### src/hw/fx_rx_pcs_map.vh
// Purpose: constants for the 100 Mb/s receive coding sublayer
// Assumes: mclk at 250 MHz, one line bit offered per bit_valid pulse
// Notes:   times kept in their own unit, cycle counts derived from them
`ifndef FX_RX_PCS_MAP_VH
`define FX_RX_PCS_MAP_VH

// ********************************************************************
// timing
// ********************************************************************
`define CLK_MHZ            250
`define HOLD_SHORT_US      722
`define HOLD_LONG_US       2000
`define LINK_UP_US         395
`define HOLD_SHORT_CYC     (`HOLD_SHORT_US * `CLK_MHZ)
`define HOLD_LONG_CYC      (`HOLD_LONG_US * `CLK_MHZ)
`define LINK_UP_CYC        (`LINK_UP_US * `CLK_MHZ)
`define IDLE_RUN_BITS      58
`define SYNC_IDLES         12
`define FEF_ONES           84
`define FEF_REPEATS        3

// ********************************************************************
// code-groups and nibbles
// ********************************************************************
`define CG_IDLE            5'h1f
`define CG_J               5'h18
`define CG_K               5'h11
`define CG_T               5'h0d
`define CG_R               5'h07
`define NIB_PREAMBLE       4'h5
`define NIB_BAD_SSD        4'he
`define NIB_ZERO           4'h0

// ********************************************************************
// configuration bit position, register address and widths
// ********************************************************************
`define CFG_TIMEOUT_EXT    7
`define CFG_ADDR           5'h16
`define LFSR_W             11
`define FCC_W              16

`endif

### src/hw/fx_rx_pcs.v
// Purpose: receive coding sublayer: nrzi, descramble, align, decode
// Assumes: line bits arrive with a bit_valid strobe from the recovery path
// Notes:   mii output stalls via a two-entry buffer; no 10 Mb/s logic
`timescale 1ns/100ps
`include "fx_rx_pcs_map.vh"

// Contract
// - loop filter yields signed 8-bit frequency word
// - deliver 5-bit symbols to receive state machine
// - descramble by xor with local key
// - sync after twelve consecutive idles
// - start hold countdown, restart on idle run
// - countdown expiry drops sync, resets descrambler
// - extend control selects two millisecond hold
// - align code-groups on start delimiter pair
// - start delimiter pair becomes preamble nibbles
// - lookup decode until end pair or idles
// - link up after signal detect 395 us
// - bad start: error with nibble 1110
// - each bad start adds one to counter
// - two idles end error and carrier
// - fiber mode from strap or register
// - fiber transmit bypasses scrambler, sends nrzi
// - fiber receive bypasses descrambler
// - no signal in fiber sends fault pattern
// - detected fault pattern forces link down
// - control codes inside packet are invalid
// - end pair is 01101 then 00111
// - key from 11-bit closed-loop lfsr
module fx_rx_pcs (
  input  wire        mclk,
  input  wire        arst_n,
  input  wire        bit_valid,
  input  wire        rx_line,
  input  wire        sig_detect,
  input  wire        fiber_strap,
  input  wire        fiber_reg,
  input  wire        fiber_reg_sel,
  input  wire        descrambler_timeout_extend,
  input  wire        phase_err_valid,
  input  wire signed [7:0] phase_err,
  input  wire        tx_bit_valid,
  input  wire        tx_line_in,
  input  wire        mii_ready,
  output wire        mii_valid,
  output wire [3:0]  rxd,
  output wire        rx_dv,
  output wire        rx_er,
  output reg         crs,
  output reg         link_up,
  output reg         descr_locked,
  output reg         fiber_mode,
  output reg  [15:0] false_carrier_counter,
  output reg  signed [7:0] freq_ctrl,
  output reg         tx_line_out,
  output wire        stall
);
  // ****************************************************************
  // input synchronisers and helpers
  // ****************************************************************
  localparam [31:0] HOLD_S = `HOLD_SHORT_CYC;
  localparam [31:0] HOLD_L = `HOLD_LONG_CYC;
  localparam [31:0] LUP    = `LINK_UP_CYC;
  localparam [1:0]  ST_IDLE = 2'h0, ST_PKT = 2'h1, ST_BAD = 2'h2, ST_END = 2'h3;

  reg [1:0] sd_s, rx_s, bv_s;
  wire      sdet = sd_s[1];
  wire      rxb  = rx_s[1];
  wire      bv   = bv_s[1];

  function [4:0] dec5; // returns {invalid, nibble}
    input [4:0] c;
    begin
      case (c)
        5'h1e: dec5 = 5'h00; 5'h09: dec5 = 5'h01; 5'h14: dec5 = 5'h02;
        5'h15: dec5 = 5'h03; 5'h0a: dec5 = 5'h04; 5'h0b: dec5 = 5'h05;
        5'h0e: dec5 = 5'h06; 5'h0f: dec5 = 5'h07; 5'h12: dec5 = 5'h08;
        5'h13: dec5 = 5'h09; 5'h16: dec5 = 5'h0a; 5'h17: dec5 = 5'h0b;
        5'h1a: dec5 = 5'h0c; 5'h1b: dec5 = 5'h0d; 5'h1c: dec5 = 5'h0e;
        5'h1d: dec5 = 5'h0f;
        default: dec5 = 5'h1e; // control or unassigned: invalid
      endcase
    end
  endfunction

  // detect, line and bit strobe inputs pass two flip-flops before any use
  always @(posedge mclk or negedge arst_n) begin
    if (!arst_n) begin
      sd_s <= 2'h0;
      rx_s <= 2'h0;
      bv_s <= 2'h0;
    end else begin
      sd_s <= {sd_s[0], sig_detect};
      rx_s <= {rx_s[0], rx_line};
      bv_s <= {bv_s[0], bit_valid};
    end
  end

  // ****************************************************************
  // mode, loop filter, nrzi, descrambler
  // ****************************************************************
  reg         strap_q, strap_done_q, prev_q;
  reg  [10:0] lfsr_q;
  reg  [4:0]  win_q;
  reg  [3:0]  idle_cnt_q;
  reg  [2:0]  ph_q;
  reg  [31:0] hold_q;
  reg  [6:0]  idle_run_q;
  wire        nrz  = rxb ^ prev_q;
  wire        key  = lfsr_q[10] ^ lfsr_q[8];
  wire        ud   = fiber_mode ? nrz : (nrz ^ key);
  wire [4:0]  win_d = {win_q[3:0], ud};
  wire [31:0] hold_len = descrambler_timeout_extend ? HOLD_L : HOLD_S;

  // strap caught once after reset release, register can override
  always @(posedge mclk or negedge arst_n) begin
    if (!arst_n) begin
      strap_q      <= 1'b0;
      strap_done_q <= 1'b0;
      fiber_mode   <= 1'b0;
      freq_ctrl    <= 8'sh00;
    end else begin
      if (!strap_done_q) begin
        strap_q      <= fiber_strap;
        strap_done_q <= 1'b1;
      end
      fiber_mode <= fiber_reg_sel ? fiber_reg : strap_q;
      // first-order integrator with saturation
      if (phase_err_valid) begin
        if (phase_err > 0 && freq_ctrl == 8'sh7f)
          freq_ctrl <= freq_ctrl;
        else if (phase_err < 0 && freq_ctrl == -8'sh80)
          freq_ctrl <= freq_ctrl;
        else if (phase_err > 0)
          freq_ctrl <= freq_ctrl + 8'sh01;
        else if (phase_err < 0)
          freq_ctrl <= freq_ctrl - 8'sh01;
      end
    end
  end

  // serial path: descrambler lfsr, sync search and hold timer
  always @(posedge mclk or negedge arst_n) begin
    if (!arst_n) begin
      prev_q       <= 1'b0;
      lfsr_q       <= 11'h7ff;
      win_q        <= 5'h0;
      idle_cnt_q   <= 4'h0;
      ph_q         <= 3'h0;
      hold_q       <= 32'h0;
      idle_run_q   <= 7'h0;
      descr_locked <= 1'b0;
    end else begin
      if (bv) begin
        prev_q <= rxb;
        win_q  <= win_d;
        // closed loop: key regenerated from local state once locked
        if (descr_locked || fiber_mode)
          lfsr_q <= {lfsr_q[9:0], key};
        else
          lfsr_q <= {lfsr_q[9:0], nrz ^ 1'b1};    // idles assumed
        if (!descr_locked && !fiber_mode) begin
          ph_q   <= (ph_q == 3'h4) ? 3'h0 : ph_q + 3'h1;
          if (ph_q == 3'h4)
            idle_cnt_q <= (win_d == `CG_IDLE) ? idle_cnt_q + 4'h1 : 4'h0;
          if (ph_q == 3'h4 && win_d == `CG_IDLE && idle_cnt_q == 4'd11) begin
            descr_locked <= 1'b1;
            hold_q       <= hold_len;
          end
        end
        if (descr_locked)
          idle_run_q <= ud ? ((idle_run_q == 7'd127) ? idle_run_q
                                                     : idle_run_q + 7'h1) : 7'h0;
      end
      if (descr_locked) begin
        if (idle_run_q >= `IDLE_RUN_BITS) begin
          hold_q     <= hold_len;
          idle_run_q <= 7'h0;
        end else if (hold_q == 32'h0) begin
          descr_locked <= 1'b0;
          lfsr_q       <= 11'h7ff;
          idle_cnt_q   <= 4'h0;
          ph_q         <= 3'h0;
        end else
          hold_q <= hold_q - 32'h1;
      end
    end
  end

  // ****************************************************************
  // alignment, decode, link monitor, far-end fault
  // ****************************************************************
  reg  [1:0]  st_q;
  reg         aligned_q, sym_v_q, jk_q, first_q;
  reg  [1:0]  pend_q;
  reg  [2:0]  bitc_q;
  reg  [4:0]  sym_q, last_q;
  reg  [1:0]  idles_q;
  reg  [31:0] lup_q;
  reg  [6:0]  fef_ones_q;
  reg  [1:0]  fef_rep_q;
  reg         fef_seen_q;
  reg  [6:0]  tx_ones_q;
  reg  [5:0]  push_dat;
  reg         push_v;
  wire        buf_rdy;
  wire        path_ok = descr_locked | fiber_mode;
  wire [4:0]  dv      = dec5(sym_q);

  assign stall = ~buf_rdy;

  // framing: a new 5-bit boundary is set by a j after idles
  always @(posedge mclk or negedge arst_n) begin
    if (!arst_n) begin
      aligned_q <= 1'b0;
      bitc_q    <= 3'h0;
      sym_q     <= 5'h1f;
      last_q    <= 5'h00;
      pend_q    <= 2'h0;
      sym_v_q   <= 1'b0;
      jk_q      <= 1'b0;
    end else begin
      sym_v_q <= 1'b0;
      jk_q    <= 1'b0;
      if (bv && path_ok && buf_rdy) begin
        if (st_q == ST_IDLE && last_q == `CG_IDLE && win_d == `CG_J) begin
          aligned_q <= 1'b1;
          bitc_q    <= 3'h0;
          pend_q    <= 2'h0;
          last_q    <= win_d;
        end else if (aligned_q) begin
          bitc_q <= (bitc_q == 3'h4) ? 3'h0 : bitc_q + 3'h1;
          if (bitc_q == 3'h4) begin
            sym_q   <= win_d;
            sym_v_q <= 1'b1;
          end
        end else if (pend_q == 2'h2) begin
          // first zero now sits where j has it and no j: bad start,
          // framed on this window so later groups are judged one by one
          sym_q     <= win_d;
          sym_v_q   <= 1'b1;
          aligned_q <= 1'b1;
          bitc_q    <= 3'h0;
          pend_q    <= 2'h0;
          last_q    <= win_d;
        end else if (pend_q != 2'h0) begin
          pend_q <= pend_q + 2'h1;
        end else if (win_d == `CG_IDLE) begin
          last_q <= `CG_IDLE;
        end else if (win_q == `CG_IDLE) begin
          pend_q <= 2'h1;      // first zero after idles: wait for a j
        end
        if (st_q == ST_IDLE && last_q == `CG_IDLE && win_d == `CG_J)
          jk_q <= 1'b1;
      end
      if (st_q == ST_IDLE && sym_v_q && sym_q == `CG_IDLE) begin
        aligned_q <= 1'b0;
        last_q    <= `CG_IDLE;
      end
    end
  end

  // receive state machine with mii nibble generation
  always @(posedge mclk or negedge arst_n) begin
    if (!arst_n) begin
      st_q                  <= ST_IDLE;
      idles_q               <= 2'h0;
      crs                   <= 1'b0;
      false_carrier_counter <= 16'h0;
      push_v                <= 1'b0;
      push_dat              <= 6'h0;
      first_q               <= 1'b0;
    end else begin
      push_v <= 1'b0;
      if (!link_up || !path_ok) begin
        st_q <= ST_IDLE;
        crs  <= 1'b0;
      end else if (jk_q) begin
        st_q <= ST_PKT;   // k framed next, both become preamble
        crs  <= 1'b1;
        first_q  <= 1'b1;
        push_v   <= 1'b1;
        push_dat <= {1'b0, 1'b1, `NIB_PREAMBLE};
      end else if (sym_v_q) begin
        case (st_q)
          ST_IDLE: begin
            if (sym_q != `CG_IDLE) begin
              st_q <= ST_BAD;
              crs  <= 1'b1;
              idles_q <= 2'h0;
              false_carrier_counter <= false_carrier_counter + 16'h1;
              push_v   <= 1'b1;
              push_dat <= {1'b1, 1'b0, `NIB_BAD_SSD};
            end
          end
          ST_PKT: begin
            idles_q <= (sym_q == `CG_IDLE) ? idles_q + 2'h1 : 2'h0;
            first_q <= 1'b0;
            // only the group right after j is the k; a later k is invalid
            if (first_q && sym_q == `CG_K) begin
              push_v   <= 1'b1;
              push_dat <= {1'b0, 1'b1, `NIB_PREAMBLE};
            end else if (sym_q == `CG_T) begin
              st_q <= ST_END;              // t alone ends stream, next group not checked
              crs  <= 1'b0;
            end else if (sym_q == `CG_IDLE && idles_q == 2'h1) begin
              st_q <= ST_IDLE;
              crs  <= 1'b0;
            end else begin
              push_v   <= 1'b1;
              push_dat <= {dv[4], 1'b1, dv[3:0]};
            end
          end
          ST_BAD: begin
            idles_q <= (sym_q == `CG_IDLE) ? idles_q + 2'h1 : 2'h0;
            if (sym_q == `CG_IDLE && idles_q == 2'h1) begin
              st_q <= ST_IDLE;
              crs  <= 1'b0;
            end else begin
              push_v   <= 1'b1;
              push_dat <= {1'b1, 1'b0, `NIB_BAD_SSD};
            end
          end
          ST_END: st_q <= ST_IDLE;         // r absorbed, not a bad start
          default: st_q <= ST_IDLE;
        endcase
      end
    end
  end

  // link monitor, fault detect and fiber fault transmit
  always @(posedge mclk or negedge arst_n) begin
    if (!arst_n) begin
      lup_q       <= 32'h0;
      link_up     <= 1'b0;
      fef_ones_q  <= 7'h0;
      fef_rep_q   <= 2'h0;
      fef_seen_q  <= 1'b0;
      tx_ones_q   <= 7'h0;
      tx_line_out <= 1'b0;
    end else begin
      if (!sdet || fef_seen_q) begin
        lup_q   <= 32'h0;
        link_up <= 1'b0;
      end else if (lup_q >= LUP - 32'h1)
        link_up <= 1'b1;
      else
        lup_q <= lup_q + 32'h1;
      // 84 ones then a zero, three in a row, counts as fault
      if (bv && fiber_mode) begin
        if (nrz)
          fef_ones_q <= (fef_ones_q == 7'd127) ? fef_ones_q : fef_ones_q + 7'h1;
        else begin
          fef_ones_q <= 7'h0;
          if (fef_ones_q == `FEF_ONES) begin
            fef_rep_q <= (fef_rep_q == 2'h3) ? fef_rep_q : fef_rep_q + 2'h1;
            if (fef_rep_q >= `FEF_REPEATS - 1)
              fef_seen_q <= 1'b1;
          end else begin
            fef_rep_q  <= 2'h0;
            fef_seen_q <= 1'b0;
          end
        end
      end
      // fiber tx: nrzi pattern sent direct, no scrambling
      if (tx_bit_valid) begin
        if (fiber_mode && !sdet) begin
          tx_ones_q   <= (tx_ones_q == `FEF_ONES) ? 7'h0 : tx_ones_q + 7'h1;
          tx_line_out <= tx_line_out ^ (tx_ones_q != `FEF_ONES);
        end else begin
          tx_ones_q   <= 7'h0;
          tx_line_out <= tx_line_in;
        end
      end
    end
  end

  // output buffer: receiver stall freezes framing, no nibble lost
  skid_buf2 #(.W(6)) u_buf (
    .mclk      (mclk),
    .arst_n    (arst_n),
    .in_valid  (push_v),
    .in_ready  (buf_rdy),
    .in_data   (push_dat),
    .out_valid (mii_valid),
    .out_ready (mii_ready),
    .out_data  ({rx_er, rx_dv, rxd})
  );
endmodule // fx_rx_pcs

### src/hw/skid_buf2.v
// Purpose: two-entry buffer with valid/ready on both sides
// Assumes: single clock, asynchronous active-low reset
// Notes:   full ready is registered-free; a stall downstream loses no word
`timescale 1ns/100ps
module skid_buf2 #(
  parameter W = 6
) (
  input  wire         mclk,
  input  wire         arst_n,
  input  wire         in_valid,
  output wire         in_ready,
  input  wire [W-1:0] in_data,
  output wire         out_valid,
  input  wire         out_ready,
  output wire [W-1:0] out_data
);
  reg [W-1:0] mem_q [0:1];
  reg         wp_q;
  reg         rp_q;
  reg [1:0]   cnt_q;
  wire        push;
  wire        pop;

  assign in_ready  = (cnt_q != 2'h2);
  assign out_valid = (cnt_q != 2'h0);
  assign out_data  = mem_q[rp_q];
  assign push      = in_valid & in_ready;
  assign pop       = out_valid & out_ready;

  // pointers and fill count
  always @(posedge mclk or negedge arst_n) begin
    if (!arst_n) begin
      wp_q     <= 1'b0;
      rp_q     <= 1'b0;
      cnt_q    <= 2'h0;
      mem_q[0] <= {W{1'b0}};
      mem_q[1] <= {W{1'b0}};
    end else begin
      if (push) begin
        mem_q[wp_q] <= in_data;
        wp_q        <= ~wp_q;
      end
      // an emptied slot reads as zero, so an idle port shows no error
      if (pop) begin
        rp_q        <= ~rp_q;
        mem_q[rp_q] <= {W{1'b0}};
      end
      if (push & ~pop)
        cnt_q <= cnt_q + 2'h1;
      else if (pop & ~push)
        cnt_q <= cnt_q - 2'h1;
    end
  end
endmodule // skid_buf2

### config.mk
export PLATFORM = sky130hd
export DESIGN_NAME = fx_rx_pcs
export DESIGN_NICKNAME = d
export VERILOG_FILES = /design/src/hw/fx_rx_pcs.v /design/src/hw/skid_buf2.v
export VERILOG_INCLUDE_DIRS = /design/src /design/src/hw
export SDC_FILE = /design/constraint.sdc
export NUM_CORES = 1
export LEC_CHECK = 0
export ABC_AREA = 1
export BUFFER_PORTS_ARGS = -buffer_cell sky130_fd_sc_hd__buf_2
export CAP_MARGIN = 20
export CORE_AREA = 2 2 113 169
export CTS_CLUSTER_DIAMETER = 50
export DETAILED_ROUTE_END_ITERATION = 8
export DIE_AREA = 0 0 115 171
export GPL_ROUTABILITY_DRIVEN = 0
export PLACE_DENSITY = 0.77
export SYNTH_ARGS = -nofsm -noshare
export SYNTH_HDL_FRONTEND = slang
export SYNTH_SLANG_ARGS = --single-unit
### constraint.sdc
create_clock -name mclk -period 5.45 [get_ports mclk]
set_clock_uncertainty 0.1 [all_clocks]
set_input_delay 0 -clock mclk [delete_from_list [all_inputs] [get_ports mclk]]
set_output_delay 0 -clock mclk [all_outputs]
set_load 0.02 [all_outputs]
=== Word-level counts from Yosys, hierarchy flattened ===
Memories as Yosys holds them, arrays and structs flattened.
Index checks and enable logic that the tools add are counted.

* Memories: 1
* Logic and storage cells: 325
* Bits of input ports: 21
* Bits in read-only memories: 160
* Register bits: 195

{| class="wikitable"
|+ Memories
! memory !! depth !! bits a word !! rd ports !! clocked after memory_dff !! write ports !! RTL line !! source
|-
| (name not given) || 32 || 5 || 1 || 0 || 0 || fx_rx_pcs.v:74 || <nowiki>case (c)</nowiki>
|}

* Order comparisons: 9
* Reductions and logical operators: 58
* Eq/ne operators: 41
* Multiplexer cells: 135
* $add $sub $neg: 16
* Bitwise operators: 24

{| class="wikitable"
|+ Operators with widths
! cell !! number
|-
| 32-bit two-way mux || 8
|-
| 6-bit two-way mux || 12
|-
| 7-bit two-way mux || 10
|-
| 5-bit two-way mux || 10
|-
| 11-bit two-way mux || 4
|-
| 1-bit two-way mux || 42
|-
| 2-bit two-way mux || 19
|-
| 32-bit by 1-bit adder with 32-bit output, second input constant || 1
|-
| 32-bit by 17-bit greater-or-equal comparator with 1-bit output, second input constant || 1
|-
| 32-bit zero test || 1
|-
| 32-bit by 1-bit subtractor with 32-bit output, second input constant || 1
|-
| 5-bit equality test, second input constant || 6
|-
| 3-bit two-way mux || 10
|-
| 7-bit equality test, second input constant || 4
|-
| 4-bit two-way mux || 7
|-
| 12-bit two-way mux || 2
|-
| 7-bit by 1-bit adder with 7-bit output, second input constant || 3
|-
| 4-bit AND reduction || 5
|-
| 2-bit nonzero test || 10
|-
| 19-bit two-way mux || 1
|-
| 6-bit one-hot mux with 3 select lines || 1
|-
| 1-bit logical AND || 17
|-
| 16-bit by 1-bit adder with 16-bit output, second input constant || 1
|-
| 8-bit equality test, second input constant || 2
|-
| other kinds (50) || 105
|}

=== Longest topological paths before layout ===
* Depth in word-level cells: 12
* Depth in mapped cells: 13
* Gate-level depth less buffers: 13

=== Cells and area by module ===
A second synthesis with hierarchy kept.

* Cell total of the unflattened synthesis: 1457
* Area total of the unflattened synthesis: 11245.8 µm²

{| class="wikitable"
|+ By module, submodules not included
! module !! area each (µm²) !! times used !! seq. area each (µm²) !! cells each
|-
| fx_rx_pcs || 10274.9 || 1 || 4499.3 || 1314
|-
| skid_buf2 || 970.9 || 1 || 400.4 || 143
|}

=== Worst setup path before layout ===
OpenSTA, ideal clock, no wires.

* Kind: flip-flop to flip-flop
* From: reg hold_q[0]
* To: reg lfsr_q[10]
* Stages on the path, launching flop included: 10
* Library setup time: 82 ps
* Setup slack: 3552 ps
* Arrival time: 1716 ps
* Path buffers: 1
* Period minus slack after synthesis: 1898 ps
* Data required time: 5268 ps
* Path through: dfrtp_1 > inv_1 > ha_1 > nand2_1 > nor2_4 > nand4_4 > nor2_2 > inv_2 > buf_2 > o211ai_1

* Cells in the longest elaborated chain, start to end: 4

{| class="wikitable"
|+ Ends and longest elaborated chain
! what !! RTL line !! source
|-
| start: declaration || fx_rx_pcs.v:107 || <nowiki>reg [31:0] hold_q;</nowiki>
|-
| start signal: assignment || fx_rx_pcs.v:168 || <nowiki>hold_q <= hold_len;</nowiki>
|-
| start signal: assignment || fx_rx_pcs.v:177 || <nowiki>hold_q <= hold_len;</nowiki>
|-
| start signal: assignment || fx_rx_pcs.v:185 || <nowiki>hold_q <= hold_q - 32'h1;</nowiki>
|-
| 32-bit zero test || fx_rx_pcs.v:179 || <nowiki>end else if (hold_q == 32'h0) begin</nowiki>
|-
| 11-bit two-way mux || fx_rx_pcs.v:179 ||
|-
| 11-bit two-way mux || fx_rx_pcs.v:176 || <nowiki>if (idle_run_q >= `IDLE_RUN_BITS) begin</nowiki>
|-
| 11-bit two-way mux || fx_rx_pcs.v:175 || <nowiki>if (descr_locked) begin</nowiki>
|-
| end signal: assignment || fx_rx_pcs.v:159 || <nowiki>lfsr_q <= {lfsr_q[9:0], key};</nowiki>
|-
| end signal: assignment || fx_rx_pcs.v:161 || <nowiki>lfsr_q <= {lfsr_q[9:0], nrz ^ 1'b1};</nowiki>
|-
| end: declaration || fx_rx_pcs.v:103 || <nowiki>reg [10:0] lfsr_q;</nowiki>
|}

Every way passes these cells.
A chain may end at the register's enable or synchronous reset.

=== Worst setup path after layout ===
* From: reg bv_s[1]
* To: reg hold_q[19]

* Cells in the longest elaborated chain, start to end: 4

{| class="wikitable"
|+ Ends and longest elaborated chain
! what !! RTL line !! source
|-
| start: declaration || fx_rx_pcs.v:66 || <nowiki>reg [1:0] sd_s, rx_s, bv_s;</nowiki>
|-
| start signal: assignment || fx_rx_pcs.v:95 || <nowiki>bv_s <= {bv_s[0], bit_valid};</nowiki>
|-
| 32-bit two-way mux (*) || fx_rx_pcs.v:154 || <nowiki>if (bv) begin</nowiki>
|-
| 32-bit two-way mux || fx_rx_pcs.v:179 ||
|-
| 32-bit two-way mux || fx_rx_pcs.v:176 ||
|-
| 32-bit two-way mux (*) || fx_rx_pcs.v:175 ||
|}

Every way passes the cells marked *; elsewhere a longest branch is shown, timed or not.

==> run metrics <==
layout cells sized above 1=0.0978; Pins Over Slew Limit=0; Vias/cell=5.47; MaxCap Viol Count=0; final hold vios=0; port bufs=57; GRT Total Usage=0.247; final instance area=12000 um^2; Area after DPL=11200 um^2; Min Clock Period, post-route=2.73 ns; num rows=61; worst path cell trace=inv_2 > nor2_1 > inv_1 > nor2_1 > nand3_2 > inv_1 > nor2_1 > nand2_1 > o21ai_0; Main synth FF type=dfrtp_1; Max clock buf depth=2; worst setup margin=2.72 ns; die height=171 um; Die Area=19700 um^2; status=finished clean; normalized max-slew margin=0.429; Critical-path top delay cell=dfrtp_1; crit end category=flop; initial antenna violation count=0; setup violators final=0; postcts setup bufs=0; Syn. warnings=0; Cell variety after synth=45; Data arrival, critical path=2.92 ns; Initial Utilization=0.586; Gates resized, CTS repair=0; first-pass GRT wire length=39.7 mm; DRC errors left=0; Critical Path RT=5.64 ns; Mean Syn Cell Area=7.70 um^2; CTS Buf Count=17; Placed Cells=1649; maximum vdd drop=0.179 mV; #FFs+latches synth=195; Mapped Cells=1395; Final TNS setup=0 ns; synth-to-layout area growth=11.4%; DRT antenna net count=0; slowest stage delay, CP=0.85 ns; max frequency=367 MHz; Pre-antenna DRT Iters=5; RSZ-0062 raised after global routing=false; CP Max Fanout=26; GR Overflow Total=0; fraction of registers with async set/reset=1.00; ant diodes=0; Worst setup SP type=flop; WL final=22.9 mm; clock-pin slew on the worst setup and hold paths=0.07 ns; worst slack at placement=2.76 ns; static leakage=5.98 nW; crit share post-route=0.500; Post-synth EDFFs=0; vias in the first global route=9151; largest net degree at the start of global routing=78; clk_lat worst skew=0.43 ns; syn nets=1447; Finished Layout Cells=1692; WP buf/inv=3; Ports=58; WS Path Type=flop to flop; root buf cell=clkbuf_16; DP HPWL=16.4 mm; CTS H-Tree Depth=4; area of the mapped netlist=10700 um^2; die width=115 um; CP delay by family, top=simple AND/OR/NAND/NOR gates; CTS tree=yes; cell mode on critical path=nor2_1; Final Core Density=0.653; Min-Delay Path Class=input port to async pin; initial drt markers=491; PwrDens=310 nW/um^2; worst-case hold slack=0.0460 ns; Pwr Total=3.71 mW; Worst-Margin Slew=0.856 ns; Final nets=1511; via count=9251; area of the core=18300 um^2; sequential share of the synthesized area=0.456; total clock sinks=195; hold buffers post-CTS=11; drt wl/cell=13.5 um
==> power breakdown <==
part | total, mW | leakage [nW] | internal (mW) | switching, mW
logic | 0.664 | 3.10 | 0.243 | 0.421
clock network | 1.34 | 0.299 | 0.776 | 0.562
registers | 1.71 | 2.58 | 1.58 | 0.123
total | 3.71 | 5.98 | 2.60 | 1.11
==> final timing paths <==
check	from	end	slack, ns	cells after the start
worst max-delay path	bv_s[1]	hold_q[19]	2.72	9
worst min-delay path	arst_n	u_buf.mem_q[3]	0.05	2
worst max register to register	bv_s[1]	hold_q[19]	2.72	9
worst min register to register	rx_s[0]	rx_s[1]	0.25	0
max in group asynchronous	arst_n	lup_q[9]	3.89	3
min in group mclk	phase_err_valid	freq_ctrl[0]	0.06	5
==> cells in the final DEF (no fill, tap or decap), drive strengths merged, types with 5 or more instances in the layout <==
master,netlist,routed
a21oi,43,43
buf,10,59
clkbuf,16,19
clkinv,1,5
dfrtp,179,179
dfstp,16,16
dlygate4sd3,0,11
ha,30,30
inv,174,177
nand2,329,329
nand3,122,122
nand4,36,36
nor2,188,188
nor3,40,40
o211ai,5,5
o21ai,98,98
o22ai,8,8
or2,8,8
xnor2,26,26
xor2,39,39
==> cells by family (layout without fill, tap and decap cells) <==
kind of cell | after synthesis | after routing | share of synthesized area
AOI/OAI and AO/OA | 167 | 167 | 0.0826
xor gates and xnor gates | 65 | 65 | 0.0530
adders and majority gates | 31 | 31 | 0.0368
buffers and inverters | 201 | 278 | 0.0713
DFF | 195 | 195 | 0.456
muxes | 1 | 1 | 0.000932
other | 1 | 1 | 0.000349
and+or+nand+nor | 734 | 734 | 0.298
==> state kept, by name, summed over array words and instances (netlist names), 5 cells and up <==
name                   count
hold_q                    32
lup_q                     32
false_carrier_counter     16
u_buf.mem_q               12
lfsr_q                    11
freq_ctrl                  8
fef_ones_q                 7
idle_run_q                 7
tx_ones_q                  7
push_dat                   6
last_q                     5
sym_q                      5
win_q                      5
==> Yosys cell counts (26+ instances only) <==
cell type,number,area share
dfrtp_1,179,0.42
ha_1,30,0.035
nor3_1,39,0.018
nor2_1,179,0.063
a21oi_1,43,0.020
inv_1,165,0.058
o21ai_0,92,0.043
nand2_1,322,0.11
xor2_1,39,0.032
nand4_1,35,0.020
xnor2_1,26,0.021
nand3_1,120,0.056
==> routing by layer <==
metal | vias up | share of wire | track usage
met1 | 4363 | 0.41 | 0.276
li1 | 4626 | - | -
met5 | - | 0 | 0
met4 | 0 | 0.035 | 0.124
met3 | 62 | 0.032 | 0.0407
met2 | 200 | 0.52 | 0.449
==> layout make-up <==
cell class / instances / area (um^2)
Inverter: 175 / 657
Sequential cell: 195 / 4900
Fill cell: 1577 / 6360
Clock buffer: 18 / 429
Tap cell: 220 / 275
Clock inverter: 14 / 203
Timing Repair Buffer: 71 / 427
Multi-Input combinational cell: 999 / 5070
Power figures use the tool's default switching activity.
